$ cat src/inc/vds_pkg.sv
package vds_pkg;
   // Clock and timing
   localparam int unsigned CLK_HZ = 20_000_000;
   localparam int unsigned MS_HZ = 1000;
   localparam int unsigned MS_DIV = CLK_HZ / MS_HZ;
   localparam int unsigned MS_PER_S = 1000;
   localparam int unsigned MANUAL_MAX_S = 10;
   localparam int unsigned MANUAL_MAX_MS = MANUAL_MAX_S * MS_PER_S;

   // Widths
   localparam int unsigned DW = 32;
   localparam int unsigned AW = 8;
   localparam int unsigned TW = 16;
   localparam int unsigned BW = 8;
   localparam int unsigned MODE_W = 2;
   localparam int unsigned IRQ_W = 4;

   // Register offsets
   localparam logic [AW-1:0] OFF_CTRL = 8'h00;
   localparam logic [AW-1:0] OFF_OPEN = 8'h04;
   localparam logic [AW-1:0] OFF_PERIOD = 8'h08;
   localparam logic [AW-1:0] OFF_COUNT = 8'h0C;
   localparam logic [AW-1:0] OFF_DONE = 8'h10;
   localparam logic [AW-1:0] OFF_HOLD = 8'h14;
   localparam logic [AW-1:0] OFF_TLIM = 8'h18;
   localparam logic [AW-1:0] OFF_STAT = 8'h1C;
   localparam logic [AW-1:0] OFF_ISTAT = 8'h20;
   localparam logic [AW-1:0] OFF_ICLR = 8'h24;
   localparam logic [AW-1:0] OFF_IEN = 8'h28;

   // Control register fields
   localparam int unsigned CTRL_MODE_LSB = 0;
   localparam int unsigned CTRL_PWR_BIT = 2;
   localparam int unsigned CTRL_HEAT_LSB = 3;
   localparam int unsigned CTRL_CYCLE_BIT = 8;
   localparam int unsigned CTRL_FRST_BIT = 9;

   // Valve modes
   localparam logic [MODE_W-1:0] MODE_TIMED = 2'h0;
   localparam logic [MODE_W-1:0] MODE_CONT = 2'h1;
   localparam logic [MODE_W-1:0] MODE_EXT = 2'h2;

   // Heater modes
   localparam logic [MODE_W-1:0] HEAT_OFF = 2'h0;
   localparam logic [MODE_W-1:0] HEAT_ON = 2'h1;
   localparam logic [MODE_W-1:0] HEAT_REMOTE = 2'h2;

   // Factory defaults and done length limits
   localparam logic [TW-1:0] DEF_OPEN_MS = 16'h000A;
   localparam logic [TW-1:0] DEF_PERIOD_MS = 16'h0014;
   localparam logic [TW-1:0] DEF_COUNT = 16'h0001;
   localparam logic [TW-1:0] DEF_HOLD_MS = 16'h2710;
   localparam logic [BW-1:0] DEF_DONE_MS = 8'h06;
   localparam logic [BW-1:0] DONE_MIN_MS = 8'h01;
   localparam logic [BW-1:0] DONE_MAX_MS = 8'h64;
   localparam logic [BW-1:0] DEF_TLIM_C = 8'h37;

   // Interrupt status bits
   localparam int unsigned IRQ_DONE = 0;
   localparam int unsigned IRQ_OVT = 1;
   localparam int unsigned IRQ_DISP = 2;
   localparam int unsigned IRQ_DROP = 3;

   // Status register bits
   localparam int unsigned STAT_BUSY = 0;
   localparam int unsigned STAT_OVT = 1;
   localparam int unsigned STAT_HEAT = 2;
   localparam int unsigned STAT_DRIVE = 3;
   localparam int unsigned STAT_OPEN = 4;
   localparam int unsigned STAT_DONE = 5;

   typedef enum logic [1:0] {ST_IDLE, ST_OPEN, ST_GAP, ST_MANUAL} vds_state_t;
endpackage : vds_pkg

$ cat src/inc/vds_tick_if.sv
`timescale 1ns/1ps
interface vds_tick_if;
   logic clr;
   logic tick;
   modport ctl (output clr, input tick);
   modport gen (input clr, output tick);
endinterface : vds_tick_if

$ cat src/hdl/vds_ms_tick.sv
`timescale 1ns/1ps
module vds_ms_tick
   import vds_pkg::*;
#(
   parameter int unsigned DIV = MS_DIV
) (
   // Clock and reset
   input wire logic i_clk,
   input wire logic i_rstn,
   // Tick link
   vds_tick_if.gen tk
);
   localparam int unsigned CW = $clog2(DIV);
   localparam logic [CW-1:0] LAST = CW'(DIV - 1);

   typedef struct packed {
      logic [CW-1:0] cnt;
      logic tick;
   } vds_tick_st_t;

   vds_tick_st_t s_r;
   vds_tick_st_t s_nxt;

   // Millisecond divider, restartable
   always_comb begin
      s_nxt = s_r;
      s_nxt.tick = 1'b0;
      if (tk.clr) begin
         s_nxt.cnt = '0;
      end else if (s_r.cnt == LAST) begin
         s_nxt.cnt = '0;
         s_nxt.tick = 1'b1;
      end else begin
         s_nxt.cnt = s_r.cnt + 1'b1;
      end
   end

   always_ff @(posedge i_clk or negedge i_rstn) begin
      if (!i_rstn) begin
         s_r <= '0;
      end else begin
         s_r <= s_nxt;
      end
   end

   assign tk.tick = s_r.tick;
endmodule : vds_ms_tick

$ cat src/hdl/vds_top.sv
`timescale 1ns/1ps
module vds_top
   import vds_pkg::*;
#(
   parameter int unsigned MS_DIV_P = MS_DIV,
   parameter logic PWR_DEFAULT = 1'b1
) (
   // Clock and reset
   input wire logic I_CLK,
   input wire logic I_RSTN,
   // Register port
   input wire logic [AW-1:0] I_ADDR,
   input wire logic [DW-1:0] I_WDATA,
   input wire logic I_WR,
   input wire logic I_RD,
   output logic [DW-1:0] O_RDATA,
   // Machine and sensor inputs
   input wire logic I_INIT,
   input wire logic I_HEAT_REMOTE,
   input wire logic [BW-1:0] I_STACK_TEMP,
   // Valve and status outputs
   output logic O_VALVE_DRIVE,
   output logic O_VALVE_OPEN,
   output logic O_DONE,
   output logic O_HEATER_EN,
   output logic O_OVERTEMP,
   output logic O_DISP_RESTART,
   output logic O_IRQ
);
   typedef struct packed {
      logic [2:0] sy_init;
      logic [1:0] sy_heat;
      logic [MODE_W-1:0] mode;
      logic pwr;
      logic [MODE_W-1:0] heat_mode;
      logic [TW-1:0] open_ms;
      logic [TW-1:0] period_ms;
      logic [TW-1:0] count;
      logic [TW-1:0] hold_ms;
      logic [BW-1:0] done_ms;
      logic [BW-1:0] tlim;
      vds_state_t st;
      logic [TW-1:0] ms_cnt;
      logic [TW-1:0] left;
      logic [BW-1:0] done_cnt;
      logic done;
      logic valve_open;
      logic drive;
      logic heat_en;
      logic ovt;
      logic restart;
      logic [IRQ_W-1:0] irq_st;
      logic [IRQ_W-1:0] irq_en;
      logic [DW-1:0] rdata;
   } vds_st_t;

   localparam vds_st_t ST_RST = '{
      pwr: PWR_DEFAULT,
      mode: MODE_TIMED,
      heat_mode: HEAT_OFF,
      open_ms: DEF_OPEN_MS,
      period_ms: DEF_PERIOD_MS,
      count: DEF_COUNT,
      hold_ms: DEF_HOLD_MS,
      done_ms: DEF_DONE_MS,
      tlim: DEF_TLIM_C,
      st: ST_IDLE,
      drive: PWR_DEFAULT,
      default: '0
   };
   localparam logic [TW-1:0] MAN_MAX = TW'(MANUAL_MAX_MS);
   localparam logic [TW-1:0] ONE = 16'h0001;

   vds_st_t s_r;
   vds_st_t s_nxt;
   vds_tick_if tk ();

   vds_ms_tick #(
      .DIV(MS_DIV_P)
   ) u_tick (
      .i_clk(I_CLK),
      .i_rstn(I_RSTN),
      .tk(tk.gen)
   );

   logic init_lvl;
   logic init_rise;
   logic wr_ctrl;
   logic manual;
   logic frst;
   logic finish;
   logic tick_clr;
   logic mode_chg;
   logic [IRQ_W-1:0] irq_set;
   logic [IRQ_W-1:0] irq_clr;
   logic [TW-1:0] ms_next;
   logic [TW-1:0] man_lim;
   logic [BW-1:0] done_w;
   logic [MODE_W-1:0] new_mode;

   always_comb begin
      s_nxt = s_r;
      s_nxt.restart = 1'b0;
      s_nxt.rdata = '0;
      irq_set = '0;
      irq_clr = '0;
      finish = 1'b0;
      tick_clr = 1'b0;
      // Input synchronisers, stage 0 feeds stage 1 only
      s_nxt.sy_init = {s_r.sy_init[1:0], I_INIT};
      s_nxt.sy_heat = {s_r.sy_heat[0], I_HEAT_REMOTE};
      // in timed mode only a synchronised rising edge is a trigger, continuous mode uses the level
      init_lvl = s_r.sy_init[1];
      init_rise = s_r.sy_init[1] & ~s_r.sy_init[2];
      wr_ctrl = I_WR && (I_ADDR == OFF_CTRL);
      manual = wr_ctrl && I_WDATA[CTRL_CYCLE_BIT];
      frst = wr_ctrl && I_WDATA[CTRL_FRST_BIT];
      new_mode = I_WDATA[CTRL_MODE_LSB +: MODE_W];
      mode_chg = wr_ctrl && (new_mode != s_r.mode);
      ms_next = s_r.ms_cnt + ONE;
      man_lim = (s_r.hold_ms < MAN_MAX) ? s_r.hold_ms : MAN_MAX;
      done_w = I_WDATA[BW-1:0];
      if (tk.tick) begin
         s_nxt.ms_cnt = ms_next;
      end

      // Register writes
      if (I_WR) begin
         case (I_ADDR)
            OFF_CTRL: begin
               s_nxt.mode = new_mode;
               s_nxt.pwr = I_WDATA[CTRL_PWR_BIT];
               s_nxt.heat_mode = I_WDATA[CTRL_HEAT_LSB +: MODE_W];
            end
            OFF_OPEN: s_nxt.open_ms = I_WDATA[TW-1:0];
            OFF_PERIOD: s_nxt.period_ms = I_WDATA[TW-1:0];
            OFF_COUNT: s_nxt.count = I_WDATA[TW-1:0];
            OFF_HOLD: s_nxt.hold_ms = I_WDATA[TW-1:0];
            OFF_DONE: begin
               if (done_w < DONE_MIN_MS) begin
                  s_nxt.done_ms = DONE_MIN_MS;
               end else if (done_w > DONE_MAX_MS) begin
                  s_nxt.done_ms = DONE_MAX_MS;
               end else begin
                  s_nxt.done_ms = done_w;
               end
            end
            OFF_TLIM: s_nxt.tlim = I_WDATA[BW-1:0];
            OFF_ICLR: irq_clr = I_WDATA[IRQ_W-1:0];
            OFF_IEN: s_nxt.irq_en = I_WDATA[IRQ_W-1:0];
            default: begin
            end
         endcase
      end

      // Register reads
      if (I_RD) begin
         case (I_ADDR)
            OFF_CTRL: begin
               s_nxt.rdata[CTRL_MODE_LSB +: MODE_W] = s_r.mode;
               s_nxt.rdata[CTRL_PWR_BIT] = s_r.pwr;
               s_nxt.rdata[CTRL_HEAT_LSB +: MODE_W] = s_r.heat_mode;
            end
            OFF_OPEN: s_nxt.rdata[TW-1:0] = s_r.open_ms;
            OFF_PERIOD: s_nxt.rdata[TW-1:0] = s_r.period_ms;
            OFF_COUNT: s_nxt.rdata[TW-1:0] = s_r.count;
            OFF_HOLD: s_nxt.rdata[TW-1:0] = s_r.hold_ms;
            OFF_DONE: s_nxt.rdata[BW-1:0] = s_r.done_ms;
            OFF_TLIM: s_nxt.rdata[BW-1:0] = s_r.tlim;
            OFF_STAT: begin
               s_nxt.rdata[STAT_BUSY] = (s_r.st != ST_IDLE);
               s_nxt.rdata[STAT_OVT] = s_r.ovt;
               s_nxt.rdata[STAT_HEAT] = s_r.heat_en;
               s_nxt.rdata[STAT_DRIVE] = s_r.drive;
               s_nxt.rdata[STAT_OPEN] = s_r.valve_open;
               s_nxt.rdata[STAT_DONE] = s_r.done;
            end
            OFF_ISTAT: s_nxt.rdata[IRQ_W-1:0] = s_r.irq_st;
            OFF_IEN: s_nxt.rdata[IRQ_W-1:0] = s_r.irq_en;
            default: begin
            end
         endcase
      end

      // Dispense sequencer
      if (!s_r.pwr) begin
         s_nxt.st = ST_IDLE;
         if (init_rise || manual) begin
            irq_set[IRQ_DROP] = 1'b1;
         end
      end else begin
         unique case (s_r.st)
            ST_IDLE: begin
               if (s_r.mode == MODE_TIMED) begin
                  if (manual) begin
                     s_nxt.left = ONE;
                     s_nxt.st = ST_OPEN;
                     tick_clr = 1'b1;
                  end else if (init_rise) begin
                     s_nxt.left = (s_r.count == '0) ? ONE : s_r.count;
                     s_nxt.st = ST_OPEN;
                     tick_clr = 1'b1;
                  end
               end else if (s_r.mode == MODE_CONT) begin
                  if (manual) begin
                     s_nxt.st = ST_MANUAL;
                     tick_clr = 1'b1;
                  end else if (init_lvl) begin
                     s_nxt.st = ST_OPEN;
                     tick_clr = 1'b1;
                  end
               end
            end
            ST_OPEN: begin
               if (tk.tick && (ms_next >= s_r.open_ms)) begin
                  tick_clr = 1'b1;
                  if ((s_r.mode == MODE_TIMED) && (s_r.left <= ONE)) begin
                     s_nxt.st = ST_IDLE;
                     finish = 1'b1;
                  end else begin
                     s_nxt.st = ST_GAP;
                     s_nxt.left = s_r.left - ONE;
                  end
               end
            end
            ST_GAP: begin
               if (tk.tick && (ms_next >= s_r.period_ms)) begin
                  tick_clr = 1'b1;
                  if ((s_r.mode == MODE_TIMED) || init_lvl) begin
                     s_nxt.st = ST_OPEN;
                  end else begin
                     s_nxt.st = ST_IDLE;
                     finish = 1'b1;
                  end
               end
            end
            ST_MANUAL: begin
               if (manual || (tk.tick && (ms_next >= man_lim))) begin
                  s_nxt.st = ST_IDLE;
                  tick_clr = 1'b1;
                  finish = 1'b1;
               end
            end
         endcase
      end
      if (mode_chg) begin
         s_nxt.st = ST_IDLE;
      end
      if (tick_clr) begin
         s_nxt.ms_cnt = '0;
      end

      if (finish) begin
         s_nxt.done = 1'b1;
         s_nxt.done_cnt = s_r.done_ms;
         irq_set[IRQ_DONE] = 1'b1;
      end else if (s_r.done && tk.tick) begin
         if (s_r.done_cnt <= DONE_MIN_MS) begin
            s_nxt.done = 1'b0;
         end else begin
            s_nxt.done_cnt = s_r.done_cnt - DONE_MIN_MS;
         end
      end

      if (frst) begin
         s_nxt.mode = ST_RST.mode;
         s_nxt.pwr = ST_RST.pwr;
         s_nxt.heat_mode = ST_RST.heat_mode;
         s_nxt.open_ms = ST_RST.open_ms;
         s_nxt.period_ms = ST_RST.period_ms;
         s_nxt.count = ST_RST.count;
         s_nxt.hold_ms = ST_RST.hold_ms;
         s_nxt.done_ms = ST_RST.done_ms;
         s_nxt.tlim = ST_RST.tlim;
         s_nxt.irq_en = ST_RST.irq_en;
         s_nxt.st = ST_IDLE;
         s_nxt.restart = 1'b1;
         irq_set[IRQ_DISP] = 1'b1;
      end

      s_nxt.drive = s_nxt.pwr;
      if (!s_nxt.pwr) begin
         s_nxt.valve_open = 1'b1;
      end else if (s_r.mode == MODE_EXT) begin
         s_nxt.valve_open = init_lvl;
      end else begin
         s_nxt.valve_open = (s_nxt.st == ST_OPEN) || (s_nxt.st == ST_MANUAL);
      end

      s_nxt.ovt = (I_STACK_TEMP >= s_r.tlim);
      if (s_nxt.ovt && !s_r.ovt) begin
         irq_set[IRQ_OVT] = 1'b1;
      end

      case (s_r.heat_mode)
         HEAT_ON: s_nxt.heat_en = 1'b1;
         HEAT_REMOTE: s_nxt.heat_en = s_r.sy_heat[1];
         default: s_nxt.heat_en = 1'b0;
      endcase

      // Sticky status, set wins over clear
      s_nxt.irq_st = (s_r.irq_st & ~irq_clr) | irq_set;
   end

   assign tk.clr = tick_clr;

   always_ff @(posedge I_CLK or negedge I_RSTN) begin
      if (!I_RSTN) begin
         s_r <= ST_RST;
      end else begin
         s_r <= s_nxt;
      end
   end

   assign O_RDATA = s_r.rdata;
   assign O_VALVE_DRIVE = s_r.drive;
   assign O_VALVE_OPEN = s_r.valve_open;
   assign O_DONE = s_r.done;
   assign O_HEATER_EN = s_r.heat_en;
   assign O_OVERTEMP = s_r.ovt;
   assign O_DISP_RESTART = s_r.restart;
   assign O_IRQ = |(s_r.irq_st & s_r.irq_en);
endmodule : vds_top

$ cat config.mk
export PLATFORM = sky130hd
export DESIGN_NAME = vds_top
export DESIGN_NICKNAME = d
export VERILOG_FILES = /design/src/inc/vds_pkg.sv /design/src/inc/vds_tick_if.sv /design/src/hdl/vds_ms_tick.sv /design/src/hdl/vds_top.sv
export SDC_FILE = /design/constraint.sdc
export NUM_CORES = 1
export LEC_CHECK = 0
export ABC_AREA = 1
export ABC_CLOCK_PERIOD_IN_PS = 3800
export BUFFER_PORTS_ARGS = -buffer_cell sky130_fd_sc_hd__buf_2
export CORE_ASPECT_RATIO = 1.75
export CORE_UTILIZATION = 43
export DETAILED_ROUTE_END_ITERATION = 8
export PLACE_DENSITY = 0.63
export SYNTH_ARGS = -nofsm -noshare
export SYNTH_HDL_FRONTEND = slang
export SYNTH_HIERARCHICAL = 1
export SYNTH_SLANG_ARGS = --single-unit
export TNS_END_PERCENT = 100
$ cat constraint.sdc
create_clock -name I_CLK -period 3.8 [get_ports I_CLK]
set_input_delay 1.14 -clock I_CLK [delete_from_list [all_inputs] [get_ports I_CLK]]
set_output_delay 1.14 -clock I_CLK [all_outputs]
set_load 0.02 [all_outputs]
==> impl_metrics.csv, run 1 <==
group,metric,value,unit
status,run_status,"completed",
yosys,synth_commonest_cells,"nand2_1, inv_1, dfrtp_1",
floorplan,floorplan.die_area,25600,sq um
grt,grt_pass1_vias,9401,
detailed_routing,detail_route.wl_per_cell,18.2,um
sta,pins_over_their_slew_limit,0,
floorplan,pin_count,93,
yosys,synthMostInstantiatedCell,"nand2_1",
placed_design,dpl.hpwl,25.3,mm
sta,report.final.hold_viol_count,0,
clocking,clock_tree.buffer_depth,2,
yosys,synth_edf_count,0,
grt,largest_net_degree_at_the_start_of_global_routing,64,
finish,fill_cells,2417,
clocking,cts_tree,"done",
yosys,netlist-cell-type-count,49,
yosys,post_synth_main_area_contributors,"dfrtp_1, nand2_1, inv_1, ha_1, nor2_1",
clocking,cts.root.buffer_cell,"clkbuf_16",
sta,relSlewSlack,40.7,%
detailed_routing,post_route_ant_nets,0,
grt,grt-ovfl-total,0,
sta,slew_at_the_pin_closest_to_its_max_slew_limit,890,ps
worst_setup_path,timing.critical_path.fanout_max,7,
yosys,post-synth-top-area-fraction,37.0,%
sta,timing.final.setup_violations,0,
sta,finalWorstPathRequiredPeriod,3520,ps
sta,peak_clock_frequency_supported_by_timing,0.284,GHz
detailed_routing,drt-pass1-iter-count,5,
yosys,main_flop_type_after_synthesis,"dfrtp_1",
floorplan,core_region_area,24500,sq um
clocking,insertion_delay,460,ps
detailed_routing,via_count,9409,
floorplan,core.rowCount,76,
finish,num_antenna_cells,0,
detailed_routing,detail_route.iter0.violations,625,
yosys,synth_seq_area_share,41.4,%
power_and_ir_drop,p_seq_share,45.9,%
detailed_routing,detail_route.wirelength,32.1,mm
worst_setup_path,timing.critical_path.arrival,3870,ps
worst_setup_path,timing_worst_setup_path_type,"flip-flop to flip-flop",
finish,finish.net_count,1559,
grt,grtUsageTotal,26.3,%
worst_setup_path,critical_path_endpoint_category,"flip-flop",
clocking,clkSlewWorstSetupHoldPaths,70,ps
yosys,synth_area,10700,sq um
yosys,syn-mean-instance-area,7.79,sq um
min_path,hp-class,"flip-flop to flip-flop",
detailed_routing,remaining_drc_errors,0,
grt,grt_pass1_wl,50.0,mm
worst_setup_path,cp-start-kind,"flip-flop",
finish,area_growth_syn_to_layout,11.7,%
power_and_ir_drop,static-leakage-power,0.00634,uW
finish,post_route_cells_drive_above_1_share,12.4,%
power_and_ir_drop,switching_share,29.4,%
detailed_routing,viasPerCell,5.33,
worst_setup_path,crit_required,4150,ps
placed_design,dpl.cell_count,1731,
clocking,ctsHoldBuffers,0,
yosys,async_reset_ff_share,100,%
placed_design,place.gp.congestion,0.988,
power_and_ir_drop,proportion_of_power_drawn_by_combinational_gates,16.1,%
power_and_ir_drop,cell_internal_pwr,3370,uW
yosys,ys_warn_count,6,
floorplan,start_util,43.8,%
grt,grt_antenna_before_repair,0,
yosys,synth.largest_area_cell,"dfrtp_1",
job,maxCapViolations,0,
sta,finalCritPeriodShare,92.6,%
sta,rsz0062_at_grt,"no",
floorplan,die-width,121,um
finish,final_cell_count_no_fill,1766,
placed_design,port_buffers,60,
clocking,numClockSinks,177,
floorplan,fp.dieH,211,um
clocking,htree_num_levels,4,
sta,clock-skew-final,8.88,ps
yosys,syn_inst,1379,
power_and_ir_drop,power.density,397,nW/um^2
yosys,postSynthRegisterBits,177,
power_and_ir_drop,clkPwrFrac,38.0,%
power_and_ir_drop,netSwitchingPower,1400,uW
sta,final.setup.tns,0,ps
power_and_ir_drop,worst_ir_drop_vdd,361,uV
clocking,clock_buffer_count_from_cts,17,
==> path summary, 6_finish.rpt <==
kind                                 startpoint                  endpoint  slack, ps  cells past startpoint
hold / removal             s_nxt[174]$_DFF_PN0_        s_r[174]$_DFF_PN0_        360                      0
max in group asynchronous                I_RSTN      s_r[114]$_DFFE_PN1P_       2220                      2
hold reg to reg            s_nxt[174]$_DFF_PN0_        s_r[174]$_DFF_PN0_        360                      0
min in group asynchronous                I_RSTN       s_r[48]$_DFFE_PN0P_        650                      1
setup reg to reg            s_r[70]$_DFFE_PN0P_  u_tick/s_r[11]$_DFF_PN0_        280                     21
setup / recovery            s_r[70]$_DFFE_PN0P_  u_tick/s_r[11]$_DFF_PN0_        280                     21
==> worst max-delay path, stage by stage, from the launching register on <==
cell and delay, ps:
dfrtp_1 350, ha_1 210, nand3_2 130, nor3_4 240, nand3_2 130, nor2_2 140
nand3_1 120, nor2_1 130, xor2_1 80, buf_4 150, ha_1 270, nand2_1 90
nor3_2 280, nand3_1 110, nand3_1 210, nand2_1 80, nand2_1 110, nand2_1 90
nor2_4 190, inv_1 130, nand2_4 130, nor2_1 50
==> logic make-up (layout without fill, tap and decap cells) <==
logic type               Yosys count  count (layout)  synth area share (%)
AO/OA/AOI/OAI                    272             272                  14.7
XOR/XNOR                          31              31                  2.53
adder cells (fa/ha/maj)           64              64                  7.45
buffers and inverters            288             347                  11.5
flip-flops                       177             177                  41.4
other                              2              18                0.0699
AND/OR/NAND/NOR                  545             545                  22.3
==> timing repair <==
| item | 4_1_cts | 5_1_grt |
|---|---|---|
| endpoints found under the setup margin | 0 | 58 |
| endpoints found under the hold margin | 0 | 0 |
| setup buffers | 0 | 3 |
| resized for setup | 0 | 13 |
==> power by group through the flow <==
stage	sequential, uW	clock (uW)	combinational, uW
6_report	2190	1810	766
3_5_place_dp	2220	0	761
3_3_place_gp	2220	0	747
5_1_grt	2200	1900	870
2_1_floorplan	2180	0	536
4_1_cts	2190	1840	767
==> final cells by class <==
type                            count  area, sq um  share of cell area, %
Timing Repair Buffer               87          538                   4.48
Clock buffer                       25          505                   4.21
Sequential cell                   177         4450                   37.1
Clock inverter                      7         98.8                  0.823
Multi-Input combinational cell    930         5160                   43.0
Inverter                          228          856                   7.13
Tap cell                          312          390                   3.25
==> metrics by stage <==
| stage | hold WS, ps | setup slack [ps] | area (sq um) | power [uW] | utilization, % |
|---|---|---|---|---|---|
| after global placement | 345 | 103 | 11300 | 2960 | 46.2 |
| after detailed placement | 355 | 84.2 | 11300 | 2980 | 46.2 |
| after CTS | 369 | 32.5 | 11900 | 4790 | 48.6 |
| after floorplan | 331 | 350 | 10800 | 2710 | - |
| after global routing | 378 | 16.7 | 12000 | 4980 | 48.9 |
| final | 362 | 282 | 12000 | 4770 | 48.9 |
==> metal layers <==
| metal | track usage (%) | wire, um | up-vias |
|---|---|---|---|
| met5 | 0 | 0 | - |
| met1 | 27.5 | 11900 | 4450 |
| met4 | 18.5 | 2150 | 0 |
| met2 | 47.4 | 16900 | 263 |
| li1 | - | - | 4596 |
| met3 | 4.00 | 1170 | 100 |
==> cell usage in the layout, fill, tap and decap left out, types with 22 or more instances in the layout <==
master / instances
inv_1: 223
o22ai_1: 67
dfrtp_1: 159
xor2_1: 24
o21ai_0: 88
ha_1: 64
buf_4: 24
nand3_1: 47
buf_2: 59
nor2_1: 127
nand2_1: 286
nand4_1: 22
a21oi_1: 56
==> flip-flops by register name, indices dropped and copies added, names as in the netlist, 2 cells and up <==
name        count
O_RDATA        16
u_tick/s_r     15
s_r           136
s_nxt           2
Note: power is estimated with default switching activity, not from simulation.
==> inputs of run 2 (changes only) <==
--- a/config.mk
+++ b/config.mk
@@ -8,10 +8,12 @@
 export ABC_AREA = 1
 export ABC_CLOCK_PERIOD_IN_PS = 3800
 export BUFFER_PORTS_ARGS = -buffer_cell sky130_fd_sc_hd__buf_2
+export CELL_PAD_IN_SITES_DETAIL_PLACEMENT = 0
+export CELL_PAD_IN_SITES_GLOBAL_PLACEMENT = 1
 export CORE_ASPECT_RATIO = 1.75
 export CORE_UTILIZATION = 43
 export DETAILED_ROUTE_END_ITERATION = 8
-export PLACE_DENSITY = 0.63
+export PLACE_DENSITY = 0.8
 export SYNTH_ARGS = -nofsm -noshare
 export SYNTH_HDL_FRONTEND = slang
 export SYNTH_HIERARCHICAL = 1
==> impl_metrics.csv, run 2 (synthesis results as in run 1) <==
group,metric,value,unit
status,run_status,"completed",
grt,grt_pass1_wl,49.5,mm
power_and_ir_drop,power.density,396,nW/um^2
worst_setup_path,crit_required,4140,ps
finish,area_growth_syn_to_layout,12.1,%
placed_design,place.gp.congestion,0.961,
grt,largest_net_degree_at_the_start_of_global_routing,77,
sta,pins_over_their_slew_limit,0,
sta,finalWorstPathRequiredPeriod,3510,ps
placed_design,port_buffers,60,
sta,timing.final.setup_violations,0,
power_and_ir_drop,worst_ir_drop_vdd,337,uV
floorplan,die-width,121,um
min_path,hp-class,"flip-flop to flip-flop",
clocking,clock_tree.buffer_depth,2,
floorplan,fp.dieH,211,um
placed_design,dp_slack,-4.78,ps
job,maxCapViolations,0,
clocking,htree_num_levels,4,
sta,slew_at_the_pin_closest_to_its_max_slew_limit,897,ps
grt,grtUsageTotal,26.0,%
worst_setup_path,critical_path_endpoint_category,"flip-flop",
sta,rsz0062_at_grt,"no",
grt,grt_antenna_before_repair,0,
sta,peak_clock_frequency_supported_by_timing,0.285,GHz
power_and_ir_drop,design_power_total,4770,uW
placed_design,dpl.hpwl,24.6,mm
clocking,cts_tree,"done",
finish,num_antenna_cells,0,
sta,setup_slack,294,ps
detailed_routing,via_count,9406,
worst_setup_path,timing.critical_path.arrival,3850,ps
clocking,clock_buffer_count_from_cts,17,
sta,report.final.hold_viol_count,0,
sta,clock-skew-final,11.6,ps
worst_setup_path,timing.critical_path.fanout_max,7,
finish,largest_register,"s_r",
grt,grt_pass1_vias,9348,
clocking,insertion_delay,460,ps
sta,final.setup.tns,0,ps
clocking,numClockSinks,177,
floorplan,core.rowCount,76,
sta,relSlewSlack,40.2,%
power_and_ir_drop,static-leakage-power,0.00637,uW
floorplan,pin_count,93,
detailed_routing,post_route_ant_nets,0,
floorplan,core_region_area,24500,sq um
clocking,cts.root.buffer_cell,"clkbuf_16",
detailed_routing,drt-pass1-iter-count,7,
floorplan,floorplan.die_area,25600,sq um
detailed_routing,detail_route.iter0.violations,663,
detailed_routing,detail_route.wl_per_cell,17.7,um
detailed_routing,remaining_drc_errors,0,
worst_setup_path,cp-start-kind,"flip-flop",
floorplan,start_util,43.8,%
finish,finish.net_count,1565,
finish,post_route_cells_drive_above_1_share,12.7,%
finish,largest_register_ff_count,136,
worst_setup_path,timing_worst_setup_path_type,"flip-flop to flip-flop",
finish,most-common-layout-cells,"nand2_1, inv_1, dfrtp_1",
detailed_routing,viasPerCell,5.31,
detailed_routing,detail_route.wirelength,31.4,mm
finish,layout_commonest_cell,"nand2_1",
finish,final_core_utilization,49.1,%
sta,finalCritPeriodShare,92.3,%
clocking,clkSlewWorstSetupHoldPaths,60,ps
grt,grt-ovfl-total,0,
-- run 2: cell types whose count changed in the layout (fill, tap and decap cells not counted), moves of 2 or more --
| cell | change |
|---|---|
| buf_4 | +6 |
| clkbuf_8 | -2 |
| nand2_1 | +2 |
| nand2_2 | -2 |
| clkinv_4 | +2 |
| clkbuf_1 | -2 |
-- run 2: final timing paths --
check	startpoint	to	slack [ps]	cells after the start
max in group asynchronous	I_RSTN	s_r[114]$_DFFE_PN1P_	2240	2
hold reg to reg	s_nxt[174]$_DFF_PN0_	s_r[174]$_DFF_PN0_	360	0
setup / recovery	s_r[70]$_DFFE_PN0P_	u_tick/s_r[1]$_DFF_PN0_	290	22
setup reg to reg	s_r[70]$_DFFE_PN0P_	u_tick/s_r[1]$_DFF_PN0_	290	22
hold / removal	s_nxt[174]$_DFF_PN0_	s_r[174]$_DFF_PN0_	360	0
min in group asynchronous	I_RSTN	s_r[53]$_DFFE_PN0P_	700	1
-- run 2: final cells by class --
type                            instances  area, sq um
Timing Repair Buffer                   93          592
Clock inverter                         11          130
Clock buffer                           21          470
Multi-Input combinational cell        930         5150
Tap cell                              312          390
Sequential cell                       177         4450
Inverter                              228          856
Fill cell                            2465        12500
-- run 2: routing by layer --
layer,vias up,part of all wire (%),global-route usage [%]
met5,-,0,0
met4,0,6.5,17.8
met3,99,4.1,3.81
met2,283,52,46.0
met1,4409,38,28.2
li1,4615,-,-
-- run 2: per-stage QoR --
stage	instance area (sq um)	std cells	hold slack, ps
2_1_floorplan	10800	1395	331
3_3_place_gp	11400	1739	344
3_5_place_dp	11400	1739	337
4_1_cts	12000	1771	361
5_1_grt	12000	1772	365
6_report	12000	1772	356
-- run 2: power by group --
part	switching (uW)	internal [uW]	total [uW]
logic	509	253	761
registers	131	2060	2190
clock network	798	1020	1820
-- run 2: worst max-delay path, cell delays in order, from the launching register on --
cell and delay (ps):
dfrtp_1 350, ha_1 210, nand3_2 130, nor3_4 170, nand3_1 140, nor2_2 140, nand3_1 110, nor2_1 130
xor2_1 80, buf_4 150, ha_1 260, nand2_1 100, nor3_2 240, buf_4 150, nand3_1 70, nand3_2 140
nand2_1 60, nand2_1 130, nand3_2 100, nor2_4 230, inv_1 130, nand2_4 130, nor2_1 50
-- run 2: timing repair --
item | 4_1_cts | 5_1_grt
hold buffers | 0 | 0
gates cloned | 0 | 0
setup buffers | 0 | 1
gates resized for setup | 1 | 7
pin swaps | 0 | 1
endpoints found under the setup margin | 6 | 55
